`src/pdt_pkg.sv`:
```
// package of register map, field layout and reset values for the prescaled down timer,
// plus the timer pin synchroniser used by the timer core.
// assumes a single system clock and an active-low reset already released synchronously.

package pdt_pkg;

	// ----------------------------------------------------------------
	// register indices and byte addresses
	// ----------------------------------------------------------------
	localparam int unsigned  PDT_ADDR_W          = 12;
	localparam logic [7:0]   PDT_IDX_PRESCALER   = 8'hd2;  // prescaler_count_register
	localparam logic [7:0]   PDT_IDX_COUNT       = 8'hd3;  // count_register
	localparam logic [7:0]   PDT_IDX_STATUS      = 8'hd4;  // timer_status_control
	localparam logic [11:0]  PDT_ADDR_PRESCALER  = {2'h0, PDT_IDX_PRESCALER, 2'h0};
	localparam logic [11:0]  PDT_ADDR_COUNT      = {2'h0, PDT_IDX_COUNT, 2'h0};
	localparam logic [11:0]  PDT_ADDR_STATUS     = {2'h0, PDT_IDX_STATUS, 2'h0};

	// ----------------------------------------------------------------
	// timer_status_control field positions
	// ----------------------------------------------------------------
	localparam int unsigned  PDT_BIT_FLAG        = 7;  // underflow_flag
	localparam int unsigned  PDT_BIT_IRQ_EN      = 6;  // underflow_irq_enable
	localparam int unsigned  PDT_BIT_DIR         = 5;  // pin_direction_select
	localparam int unsigned  PDT_BIT_DOUT        = 4;  // pin data / mode bit
	localparam int unsigned  PDT_BIT_RUN         = 3;  // prescaler_run
	localparam int unsigned  PDT_TAP_LSB         = 0;  // tap_select, 3 bits

	// ----------------------------------------------------------------
	// reset and reload values, timing
	// ----------------------------------------------------------------
	localparam logic [6:0]   PDT_PSC_RELOAD      = 7'h7f;
	localparam logic [7:0]   PDT_CNT_RELOAD      = 8'hff;
	localparam logic [7:0]   PDT_STATUS_RESET    = 8'h00;
	localparam int unsigned  PDT_INT_DIVIDE      = 12;   // internal clock divide ratio
	localparam logic [3:0]   PDT_DIV_LAST        = 4'(PDT_INT_DIVIDE - 1);

	// ----------------------------------------------------------------
	// bus response codes
	// ----------------------------------------------------------------
	localparam logic [1:0]   PDT_RESP_OKAY       = 2'h0;
	localparam logic [1:0]   PDT_RESP_SLVERR     = 2'h2;

endpackage : pdt_pkg

`timescale 1ns/1ns

// two-flop synchroniser for the timer pin with rising edge detection on the settled copy
module pdt_pin_sync (
	// clock and reset
	input  wire logic  clk,
	input  wire logic  rst_n,
	// raw pin and synchronised views
	input  wire logic  pin_raw,
	output logic       pin_level,
	output logic       pin_rise
);

	typedef struct packed {
		logic  meta;
		logic  sync;
		logic  prev;
	} pdt_sync_state_t;

	pdt_sync_state_t  s_q;
	pdt_sync_state_t  s_d;

	// ----------------------------------------------------------------
	// next state
	// ----------------------------------------------------------------
	// first stage feeds only the second stage
	always_comb begin
		s_d      = s_q;
		s_d.meta = pin_raw;
		s_d.sync = s_q.meta;
		s_d.prev = s_q.sync;
	end

	// state registers
	// reset to the pulled-up idle level so no false rising edge follows reset
	always_ff @(posedge clk or negedge rst_n) begin
		if (!rst_n) begin
			s_q <= '1;
		end else begin
			s_q <= s_d;
		end
	end

	// settled level and its rising edge
	assign pin_level = s_q.sync;
	assign pin_rise  = s_q.sync & ~s_q.prev;

endmodule : pdt_pin_sync

```
`src/pdt_timer.sv`:
```
// prescaled down timer: 7-bit prescaler, 8-bit down counter, timer pin modes, register slave.
// assumes ref_clk at 25 MHz, an AXI4-Lite master on the register side, and the
// core's stop indication as a level synchronous to ref_clk.

`timescale 1ns/1ns

// Function
// - prescaler fed by clock/12 or pin clock
// - prescaler reloads 7Fh after reaching zero
// - counter decrements on tap, reloads 0FFh
// - counter readable and writable while running
// - tap select picks one of eight taps
// - run clear freezes counter, holds prescaler 7Fh
// - reset sets counter 0FFh, prescaler 7Fh
// - prescaler writable when run bit set
// - zero sets flag; flag and enable interrupt
// - writing 00h or status bit7 sets flag
// - only software clears the underflow flag
// - counter write beats simultaneous decrement to zero
// - direction and data bits select mode
// - gated mode counts clock/12 while pin high
// - event mode counts pin rising edges
// - output mode latches data on flag rise
// - direction set drives pin push-pull
// - wait no effect; interrupt wakes wait, stop
// - stop freezes all except event counting
// - taps divide by 1 through 128
// - prescaler register bit 7 reads zero
module pdt_timer
	import pdt_pkg::*;
(
	// clock and reset
	input  wire logic                   ref_clk,
	input  wire logic                   rst_n,
	// axi4-lite write address
	input  wire logic                   s_axi_awvalid,
	output logic                        s_axi_awready,
	input  wire logic [PDT_ADDR_W-1:0]  s_axi_awaddr,
	input  wire logic [2:0]             s_axi_awprot,
	// axi4-lite write data
	input  wire logic                   s_axi_wvalid,
	output logic                        s_axi_wready,
	input  wire logic [31:0]            s_axi_wdata,
	input  wire logic [3:0]             s_axi_wstrb,
	// axi4-lite write response
	output logic                        s_axi_bvalid,
	input  wire logic                   s_axi_bready,
	output logic [1:0]                  s_axi_bresp,
	// axi4-lite read address
	input  wire logic                   s_axi_arvalid,
	output logic                        s_axi_arready,
	input  wire logic [PDT_ADDR_W-1:0]  s_axi_araddr,
	input  wire logic [2:0]             s_axi_arprot,
	// axi4-lite read data
	output logic                        s_axi_rvalid,
	input  wire logic                   s_axi_rready,
	output logic [31:0]                 s_axi_rdata,
	output logic [1:0]                  s_axi_rresp,
	// low power state of the core
	input  wire logic                   stop_mode,
	// timer pin
	input  wire logic                   timer_pin_in,
	output logic                        timer_pin_out,
	output logic                        timer_pin_oe_n,
	// interrupt request and wake-up
	output logic                        timer_irq,
	output logic                        timer_wake
);

	// ----------------------------------------------------------------
	// state
	// ----------------------------------------------------------------
	typedef struct packed {
		logic                   aw_held;   // write address captured
		logic [PDT_ADDR_W-1:0]  aw_addr;
		logic                   w_held;    // write data captured
		logic [7:0]             w_data;
		logic                   w_lane0;   // low byte lane enabled
		logic                   bvalid;
		logic [1:0]             bresp;
		logic                   rvalid;
		logic [7:0]             rdata;
		logic [1:0]             rresp;
		logic [6:0]             psc;       // prescaler count
		logic [7:0]             cnt;       // counter value
		logic                   flag;      // underflow_flag
		logic                   irq_en;    // underflow_irq_enable
		logic                   dir;       // pin_direction_select
		logic                   dout;      // pin data / mode bit
		logic                   run;       // prescaler_run
		logic [2:0]             tap;       // tap_select
		logic [3:0]             div;       // internal divide-by-12 phase
		logic                   pin_drv;   // latched pin output level
	} pdt_state_t;

	localparam pdt_state_t PDT_STATE_RESET = '{
		aw_held: 1'b0, aw_addr: '0, w_held: 1'b0, w_data: 8'h00, w_lane0: 1'b0,
		bvalid: 1'b0, bresp: PDT_RESP_OKAY, rvalid: 1'b0, rdata: 8'h00,
		rresp: PDT_RESP_OKAY, psc: PDT_PSC_RELOAD, cnt: PDT_CNT_RELOAD,
		flag: PDT_STATUS_RESET[PDT_BIT_FLAG], irq_en: PDT_STATUS_RESET[PDT_BIT_IRQ_EN],
		dir: PDT_STATUS_RESET[PDT_BIT_DIR], dout: PDT_STATUS_RESET[PDT_BIT_DOUT],
		run: PDT_STATUS_RESET[PDT_BIT_RUN], tap: PDT_STATUS_RESET[PDT_TAP_LSB +: 3],
		div: 4'h0, pin_drv: 1'b0
	};

	pdt_state_t  q;
	pdt_state_t  d;

	// ----------------------------------------------------------------
	// reset release
	// ----------------------------------------------------------------
	logic  rst_meta_q;
	logic  rst_sync_n_q;

	// reset asserts at once and releases after two edges
	always_ff @(posedge ref_clk or negedge rst_n) begin
		if (!rst_n) begin
			rst_meta_q   <= 1'b0;
			rst_sync_n_q <= 1'b0;
		end else begin
			rst_meta_q   <= 1'b1;
			rst_sync_n_q <= rst_meta_q;
		end
	end

	// ----------------------------------------------------------------
	// timer pin synchroniser
	// ----------------------------------------------------------------
	logic  pin_level;
	logic  pin_rise;

	// pin is brought into the clock domain before any use
	pdt_pin_sync u_pin_sync (
		.clk       (ref_clk),
		.rst_n     (rst_sync_n_q),
		.pin_raw   (timer_pin_in),
		.pin_level (pin_level),
		.pin_rise  (pin_rise)
	);

	// ----------------------------------------------------------------
	// combinational helpers
	// ----------------------------------------------------------------
	logic        mode_event;
	logic        mode_gated;
	logic        frozen;
	logic        div_tick;
	logic        psc_tick;
	logic        cnt_tick;
	logic [6:0]  tap_mask;
	logic        wr_fire;
	logic        wr_psc;
	logic        wr_cnt;
	logic        wr_status;
	logic        hw_zero;
	logic        flag_set;
	logic [7:0]  rd_value;
	logic        rd_hit;

	// mode decode and clock source selection
	always_comb begin
		mode_event = ~q.dir & ~q.dout;
		mode_gated = ~q.dir & q.dout;
		frozen     = stop_mode & ~mode_event;
		div_tick   = (q.div == PDT_DIV_LAST) & ~frozen;
		if (mode_event) begin
			psc_tick = pin_rise & ~frozen;
		end else if (mode_gated) begin
			psc_tick = div_tick & pin_level;
		end else begin
			psc_tick = div_tick;
		end
		psc_tick   = psc_tick & q.run;
		// tap n fires once every 2^n prescaler steps
		tap_mask   = 7'((8'h01 << q.tap) - 8'h01);
		cnt_tick   = psc_tick & ((q.psc & tap_mask) == 7'h00);
	end

	// write decode: a write completes once address and data are both held
	always_comb begin
		wr_fire   = q.aw_held & q.w_held & ~q.bvalid;
		wr_psc    = wr_fire & q.w_lane0 & (q.aw_addr == PDT_ADDR_PRESCALER);
		wr_cnt    = wr_fire & q.w_lane0 & (q.aw_addr == PDT_ADDR_COUNT);
		wr_status = wr_fire & q.w_lane0 & (q.aw_addr == PDT_ADDR_STATUS);
		// decrement to zero loses to a simultaneous counter write
		hw_zero   = cnt_tick & (q.cnt == 8'h01) & ~wr_cnt;
		flag_set  = hw_zero
		          | (wr_cnt & (q.w_data == 8'h00))
		          | (wr_status & q.w_data[PDT_BIT_FLAG]);
	end

	// read decode
	always_comb begin
		rd_value = 8'h00;
		rd_hit   = 1'b1;
		unique case (s_axi_araddr)
			PDT_ADDR_PRESCALER: begin
				rd_value = {1'b0, q.psc};
			end
			PDT_ADDR_COUNT: begin
				rd_value = q.cnt;
			end
			PDT_ADDR_STATUS: begin
				rd_value = {q.flag, q.irq_en, q.dir, q.dout, q.run, q.tap};
			end
			default: begin
				rd_hit   = 1'b0;
			end
		endcase
	end

	// ----------------------------------------------------------------
	// next state
	// ----------------------------------------------------------------
	always_comb begin
		d = q;

		// write address and data channels, taken in either order
		if (s_axi_awvalid && !q.aw_held) begin
			d.aw_held = 1'b1;
			d.aw_addr = s_axi_awaddr;
		end
		if (s_axi_wvalid && !q.w_held) begin
			d.w_held  = 1'b1;
			d.w_data  = s_axi_wdata[7:0];
			d.w_lane0 = s_axi_wstrb[0];
		end
		if (wr_fire) begin
			d.aw_held = 1'b0;
			d.w_held  = 1'b0;
			d.bvalid  = 1'b1;
			d.bresp   = ((q.aw_addr == PDT_ADDR_PRESCALER) || (q.aw_addr == PDT_ADDR_COUNT)
			            || (q.aw_addr == PDT_ADDR_STATUS)) ? PDT_RESP_OKAY : PDT_RESP_SLVERR;
		end else if (q.bvalid && s_axi_bready) begin
			d.bvalid  = 1'b0;
		end

		// read channel: answer one cycle after the address is taken
		if (s_axi_arvalid && !q.rvalid) begin
			d.rvalid = 1'b1;
			d.rdata  = rd_value;
			d.rresp  = rd_hit ? PDT_RESP_OKAY : PDT_RESP_SLVERR;
		end else if (q.rvalid && s_axi_rready) begin
			d.rvalid = 1'b0;
		end

		// internal divide-by-12 phase, halted in stop unless counting events
		if (!frozen) begin
			d.div = (q.div == PDT_DIV_LAST) ? 4'h0 : 4'(q.div + 4'h1);
		end

		// status and control fields
		if (wr_status) begin
			d.irq_en = q.w_data[PDT_BIT_IRQ_EN];
			d.dir    = q.w_data[PDT_BIT_DIR];
			d.dout   = q.w_data[PDT_BIT_DOUT];
			d.run    = q.w_data[PDT_BIT_RUN];
			d.tap    = q.w_data[PDT_TAP_LSB +: 3];
		end

		// prescaler: held while stopped, reloads after zero, writable while running
		if (!q.run) begin
			d.psc = PDT_PSC_RELOAD;
		end else if (wr_psc) begin
			d.psc = q.w_data[6:0];
		end else if (psc_tick) begin
			d.psc = (q.psc == 7'h00) ? PDT_PSC_RELOAD : 7'(q.psc - 7'h01);
		end

		// counter: software write wins over the decrement
		if (wr_cnt) begin
			d.cnt = q.w_data;
		end else if (cnt_tick) begin
			d.cnt = (q.cnt == 8'h00) ? PDT_CNT_RELOAD : 8'(q.cnt - 8'h01);
		end

		// underflow flag: set beats a simultaneous software clear
		if (flag_set) begin
			d.flag = 1'b1;
		end else if (wr_status) begin
			d.flag = 1'b0;
		end

		// output latch follows the data bit on each flag rising edge
		if (!q.flag && d.flag) begin
			d.pin_drv = d.dout;
		end
	end

	// state registers
	always_ff @(posedge ref_clk or negedge rst_sync_n_q) begin
		if (!rst_sync_n_q) begin
			q <= PDT_STATE_RESET;
		end else begin
			q <= d;
		end
	end

	// ----------------------------------------------------------------
	// outputs
	// ----------------------------------------------------------------
	// bus handshakes
	assign s_axi_awready  = ~q.aw_held;
	assign s_axi_wready   = ~q.w_held;
	assign s_axi_bvalid   = q.bvalid;
	assign s_axi_bresp    = q.bresp;
	assign s_axi_arready  = ~q.rvalid;
	assign s_axi_rvalid   = q.rvalid;
	assign s_axi_rdata    = {24'h000000, q.rdata};
	assign s_axi_rresp    = q.rresp;

	// pin is driven push-pull as soon as the direction bit is set
	assign timer_pin_oe_n = ~q.dir;
	assign timer_pin_out  = q.pin_drv;

	// interrupt request, also used to leave wait and stop; wait itself changes nothing
	assign timer_irq      = q.flag & q.irq_en;
	assign timer_wake     = q.flag & q.irq_en;

endmodule : pdt_timer

```
`config.mk`:
```
export PLATFORM = sky130hd
export DESIGN_NAME = pdt_timer
export DESIGN_NICKNAME = d
export VERILOG_FILES = /design/src/pdt_pkg.sv /design/src/pdt_timer.sv
export SDC_FILE = /design/constraint.sdc
export NUM_CORES = 1
export LEC_CHECK = 0
export ABC_AREA = 1
export BUFFER_PORTS_ARGS = -buffer_cell sky130_fd_sc_hd__buf_2
export CAP_MARGIN = 10
export CELL_PAD_IN_SITES_DETAIL_PLACEMENT = 1
export CELL_PAD_IN_SITES_GLOBAL_PLACEMENT = 2
export CORE_MARGIN = 2
export CORE_UTILIZATION = 30
export CTS_BUF_LIST = sky130_fd_sc_hd__clkbuf_4
export CTS_CLUSTER_DIAMETER = 40
export DETAILED_ROUTE_END_ITERATION = 16
export PLACE_DENSITY = 0.91
export SYNTH_ARGS = -nofsm -noshare
export SYNTH_HDL_FRONTEND = slang
export SYNTH_HIERARCHICAL = 1
export SYNTH_SLANG_ARGS = --single-unit
```
`constraint.sdc`:
```
create_clock -name ref_clk -period 2.6 [get_ports ref_clk]
set_input_delay 0.78 -clock ref_clk [delete_from_list [all_inputs] [get_ports ref_clk]]
set_output_delay 0.78 -clock ref_clk [all_outputs]
set_load 0.02 [all_outputs]
```
-- Word-level counts from Yosys, hierarchy flattened
Index checks and enable logic that the tools add are counted.
- bits in registers: 70
- bits of input ports: 75
- output and inout bits: 45
- logic and storage cells: 119
- add/sub/neg operators: 4
- eq/ne operators: 9
- shifts and indexed selects: 1
- multiplexer cells: 25
- bitwise gates (word level): 33
- reductions and logical operators: 22
- operator list (cell ; count):
    equality test 12 x 10 -> 1 bit (second input constant) ; 6
    two-way mux 7 bit ; 4
    two-way mux 8 bit ; 3
    case mux 8 bit (3 select lines) ; 1
    bitwise AND 1 bit ; 20
    zero test 8 bit ; 2
    zero test 7 bit ; 2
    subtractor 7 x 1 -> 7 bit (second input constant) ; 2
    two-way mux 13 bit ; 1
    two-way mux 1 bit ; 11
    two-way mux 10 bit ; 1
    inverter 1 bit ; 10
    nonzero test 2 bit ; 5
    equality test 8 x 1 -> 1 bit (second input constant) ; 1
    subtractor 8 x 1 -> 8 bit (second input constant) ; 1
    bitwise AND 7 bit ; 1
    left shift 1 x 3 -> 7 bit (first input constant) ; 1
    logical AND 1 bit ; 6
    two-way mux 5 bit ; 1
    adder 4 x 1 -> 4 bit (second input constant) ; 1
    equality test 4 bit (second input constant) ; 1
    zero test 1 bit ; 4
    two-way mux 2 bit ; 2
    two-way mux 4 bit ; 1
    other kinds (4) ; 6

-- Longest topological paths before layout
- depth in word-level cells: 17
- depth in mapped cells: 14
- gate-level depth less buffers: 13

-- Hierarchy
Netlist, hierarchy kept.
- by module, submodules not included (module ; instances ; cells an instance ; area each (µm²)):
    pdt_timer ; 1 ; 518 ; 4075.2
    pdt_pin_sync ; 1 ; 5 ; 88.8

-- Worst setup path before layout
No wires, ideal clock.
- path type: input port to flip-flop
- start: in s_axi_araddr[1]
- end: reg q, in the netlist s_axi_rdata[0]
- library setup time: 0.065 ns
- data arrival time: 1.793 ns
- slack: 0.742 ns
- stages on the path: 6
- buffers on the path: 0
- cell sequence: or2_4 nor4_4 nand2_4 a21oi_4 nand2_1 nand2_1
- cells in the longest elaborated chain, start to end: 2
- ends and longest elaborated chain (element ; RTL line ; RTL):
    start: declaration ; pdt_timer.sv:52 ; input wire logic [PDT_ADDR_W-1:0] s_axi_araddr,
    equality test 12 x 10 -> 1 bit ; pdt_timer.sv:196 ; unique case (s_axi_araddr)
    case mux 8 bit (3 select lines) (*) ; pdt_timer.sv:196 ;
    end signal: assignment ; pdt_timer.sv:293 ; q <= PDT_STATE_RESET;
    end signal: assignment ; pdt_timer.sv:295 ; q <= d;
    end: declaration ; pdt_timer.sv:106 ; pdt_state_t q;
Every way passes the cells marked *; elsewhere a longest branch is shown, timed or not.
A chain may end at the register's enable or synchronous reset.

-- Worst setup path in the final report
- start: reg q[6] (netlist name)
- end: reg q[17] (netlist name)
- cells in the longest elaborated chain, start to end: 6
- ends and longest elaborated chain (element ; RTL line ; RTL):
    left shift 1 x 3 -> 7 bit ; pdt_timer.sv:175 ; tap_mask = 7'((8'h01 << q.tap) - 8'h01);
    subtractor 7 x 1 -> 7 bit ; pdt_timer.sv:175 ;
    bitwise AND 7 bit ; pdt_timer.sv:176 ; cnt_tick = psc_tick & ((q.psc & tap_mask) == 7'h00);
    zero test 7 bit ; pdt_timer.sv:176 ;
    bitwise AND 1 bit ; pdt_timer.sv:176 ;
    nonzero test 2 bit (no line) ; -- ;
No other way between the ends.

==> flow_summary.rst <==
.. list-table::
   :header-rows: 1

   * - Metric
     - Value
   * - Outcome
     - finished, final reports clean
   * - Primary FF master, synth
     - sky130_fd_sc_hd__dfrtp_1
   * - Post-Synthesis Mean Instance Area
     - 7.962 um2
   * - Largest cells by area after synthesis
     - sky130_fd_sc_hd__dfrtp_1, sky130_fd_sc_hd__dfstp_2, sky130_fd_sc_hd__nand2_1
   * - Number of DRC markers after the initial detailed-route iteration
     - 101
   * - Commonest non-fill, non-tap cell in the layout
     - sky130_fd_sc_hd__nand2_1
   * - I/O pin total
     - 120
   * - Min cycle time layout
     - 2104 ps
   * - Delay of the slowest cell on the worst path
     - 530 ps
   * - Total die area
     - 14,840 um2
   * - Overall global routing resource usage
     - 15.20%
   * - Share of Yosys cell area claimed by the top area cell type
     - 30.05%
   * - Maximum fanout count along the critical path
     - 11
   * - Number of antenna violations at the first check in global routing
     - 0
   * - Fraction of registers with async set or reset after synthesis
     - 100.0%
   * - Layout Area Growth over Synthesis
     - 10.94%
   * - Setup clock skew after layout
     - 23.99 ps
   * - Vertical die dimension
     - 121.8 um
   * - Post-Synthesis Cell Area
     - 4164 um2
   * - Pin count of the biggest net entering global routing
     - 27
   * - Setup violations, final
     - 0
   * - Routed length per placed instance
     - 14.10 um
   * - Number of filler cells placed in the layout
     - 1,691
   * - Ratio of cells with drive above 1 in the final layout
     - 24.32%
   * - Final Hold Slack
     - 143.4 ps
   * - Ant diodes
     - 0
   * - Yosys warns
     - 6
   * - Worst-margin pin slew
     - 595.6 ps
   * - H-tree level count
     - 3
   * - RSZ-0062 raised after global routing
     - no
   * - Post-route DRC
     - 0
   * - Worst path required time
     - 2950 ps
   * - Critical Path Source Type
     - register
   * - Number of instances resized during post-cts repair
     - 0
   * - Number of placement rows
     - 43
   * - Arrival time reported for the critical path endpoint
     - 2450 ps
   * - Max-cap violations
     - 0
   * - Post-synth EDFFs
     - 0
   * - Global-route wire length before repair
     - 17,540 um
   * - Hold violation count in the final report
     - 0
   * - Share of the yosys chip area belonging to registers
     - 41.41%
   * - Number of antenna-violating nets in the routed design
     - 0
   * - Max-slew violation total from the final report
     - 0
   * - # clock sinks
     - 68
   * - Post-Synthesis Cells
     - 523
   * - Synth cell types
     - 42
   * - Max-slew headroom at the worst pin
     - 60.29%
   * - Clock root cell
     - sky130_fd_sc_hd__clkbuf_4
   * - TritonCTS clock tree
     - done
   * - Weighted congestion at the end of routability-driven global placement
     - 0.8498
   * - Pwr Density
     - 698.6 nW/um2
   * - Overall via count from detail_route
     - 3,582
   * - Effective utilization at floorplan
     - 30.35%
   * - Crit path capture type
     - register
   * - Leakage
     - 0.002370 uW
   * - Post-CTS Setup Inserts
     - 0
   * - Width of the die
     - 121.8 um
   * - Seq cells post-synth
     - 68
   * - Post-detailed-placement half-perimeter wirelength
     - 8594 um
   * - Number of buffers inserted during clock tree synthesis
     - 9
   * - Worst hold-check path type
     - in -> async
   * - Cell type contributing the most total cell area after synthesis
     - sky130_fd_sc_hd__dfrtp_1
   * - Hold buffer count at CTS
     - 0
   * - Max IR drop VDD
     - 0.0004191 V
   * - Port Buffers
     - 60
   * - Final global-route overflow total
     - 0
   * - Cell-by-cell trace of the critical path
     - inv_1 > nand3_1 > ha_1 > nor2_1 > nor2_1 > nand4_1 > nor2_2 > nand2_4 > nand2_4 > nand2_1 > o21ai_2
   * - Area of the core
     - 13,720 um2
   * - Clock input transition at the sequential cells of the worst setup and hold paths
     - 110 ps
   * - Routed via count divided by cell count
     - 4.688
   * - Iteration count of the initial detailed-routing pass
     - 4
   * - Highest attainable clock frequency
     - 475.3 MHz
   * - Insertion delay to the later sink of the worst-skew pair
     - 420 ps
   * - Aggregate negative setup slack
     - 0 ps
   * - Worst-case clock buffer depth
     - 2
   * - Portion of the clock cycle consumed by the worst path in the final layout
     - 80.91%
   * - Wire length reported by the detailed router
     - 10,770 um
   * - Top library cells by usage in the layout, fill and taps aside
     - sky130_fd_sc_hd__nand2_1, sky130_fd_sc_hd__nand3_1, sky130_fd_sc_hd__buf_2
   * - Vias in the first global route
     - 3,664
   * - Slowest library cell on the worst path
     - sky130_fd_sc_hd__dfrtp_1
   * - Critical path class
     - reg -> reg
   * - Layout Nets
     - 661
[through the flow]
| stage | cells | utilization, % | total power (uW) | cell area, um2 | setup slack, ps |
|---|---|---|---|---|---|
| finish | 764 | 33.67 | 3227 | 4619 | 496.2 |
| global route | 764 | 33.67 | 3475 | 4619 | 257.1 |
| detailed placement | 748 | 32.71 | 2587 | 4488 | 426.7 |
| floorplan | 548 | - | 2276 | 4258 | 597.7 |
| global placement | 748 | 32.71 | 2518 | 4488 | 468.1 |
| CTS | 764 | 33.67 | 3276 | 4619 | 486.2 |
[critical path, delay by kind of cell, from the launching register on]
kind | cells | cell delay (ps)
flops | 1 | 530
simple gates | 8 | 980
fa+ha+maj | 1 | 300
compound gates | 1 | 60
buf+inv | 1 | 170
[final timing paths]
| check | from | endpoint | slack (ps) | cells past startpoint |
|---|---|---|---|---|
| min in group ref_clk | rst_meta_q$_DFF_PN0_ | rst_sync_n_q$_DFF_PN0_ | 360 | 0 |
| max reg2reg | q[6]$_DFFE_PN0P_ | q[17]$_DFFE_PN1P_ | 500 | 11 |
| min | rst_n | rst_meta_q$_DFF_PN0_ | 140 | 1 |
| min reg2reg | rst_sync_n_q$_DFF_PN0_ | q[12]$_DFF_PN0_ | 250 | 0 |
| max | q[6]$_DFFE_PN0P_ | q[17]$_DFFE_PN1P_ | 500 | 11 |
| max in group asynchronous | rst_sync_n_q$_DFF_PN0_ | q[21]$_DFFE_PN1P_ | 1520 | 1 |
[layout make-up]
| class | count | area [um2] | area share [%] |
|---|---|---|---|
| Inverter | 62 | 232.7 | 5.038 |
| Multi-Input combinational cell | 372 | 1959 | 42.42 |
| Clock inverter | 6 | 56.30 | 1.219 |
| Tap cell | 180 | 225.2 | 4.875 |
| Timing Repair Buffer | 66 | 345.3 | 7.476 |
| Sequential cell | 68 | 1725 | 37.35 |
| Clock buffer | 10 | 75.07 | 1.625 |
[where the power goes]
group / switching (uW) / total (uW) / internal [uW]
combinational: 642 / 971 / 329
sequential: 236 / 1580 / 1350
clock: 379 / 674 / 295
total: 1260 / 3230 / 1970
[sequential cells by signal, summed over array words and instances (netlist names)]
name                  flops
s_axi_rresp               1
s_axi_bvalid              1
u_pin_sync/pin_level      1
q                        50
u_pin_sync/s_d            1
rst_sync_n_q              1
u_pin_sync/s_q            1
s_axi_bresp               1
s_axi_rvalid              1
rst_meta_q                1
s_axi_rdata               8
timer_pin_out             1
[kinds of logic after synthesis]
kind of cell,share of synthesized area [%]
AND/OR/NAND/NOR,29.84
buffers and inverters,13.79
other,0.1804
multiplexers,1.863
adder cells (fa/ha/maj),2.103
flip-flops,41.41
AO/OA/AOI/OAI,10.19
XOR/XNOR,0.6311
[cell usage after synthesis (2+ instances only)]
cell / instances
sky130_fd_sc_hd__inv_1: 56
sky130_fd_sc_hd__conb_1: 2
sky130_fd_sc_hd__dfrtp_1: 50
sky130_fd_sc_hd__nor2_2: 4
sky130_fd_sc_hd__ha_1: 7
sky130_fd_sc_hd__nand3_1: 64
sky130_fd_sc_hd__o21ai_1: 5
sky130_fd_sc_hd__nand2_2: 5
sky130_fd_sc_hd__xor2_1: 2
sky130_fd_sc_hd__mux2_2: 6
sky130_fd_sc_hd__a31oi_1: 5
sky130_fd_sc_hd__o21ai_0: 23
sky130_fd_sc_hd__dfstp_2: 18
sky130_fd_sc_hd__nor3_2: 3
sky130_fd_sc_hd__nand2_1: 94
sky130_fd_sc_hd__nor2_1: 57
sky130_fd_sc_hd__a21oi_1: 27
sky130_fd_sc_hd__inv_2: 6
sky130_fd_sc_hd__buf_4: 40
sky130_fd_sc_hd__clkbuf_1: 4
sky130_fd_sc_hd__nand4_1: 11
sky130_fd_sc_hd__o211ai_1: 2
sky130_fd_sc_hd__nor2_4: 3
sky130_fd_sc_hd__nand2_4: 4
sky130_fd_sc_hd__nor4_4: 2
sky130_fd_sc_hd__o21ai_2: 4
sky130_fd_sc_hd__nor3_1: 4
[layer usage]
layer,up-vias,routed length [um],global-route usage [%]
li1,1756,-,-
met1,1739,4760,18.46
met2,75,5413,27.03
met3,12,428,2.575
met4,0,169,5.388
met5,-,0,0
Power figures use the tool's default switching activity.
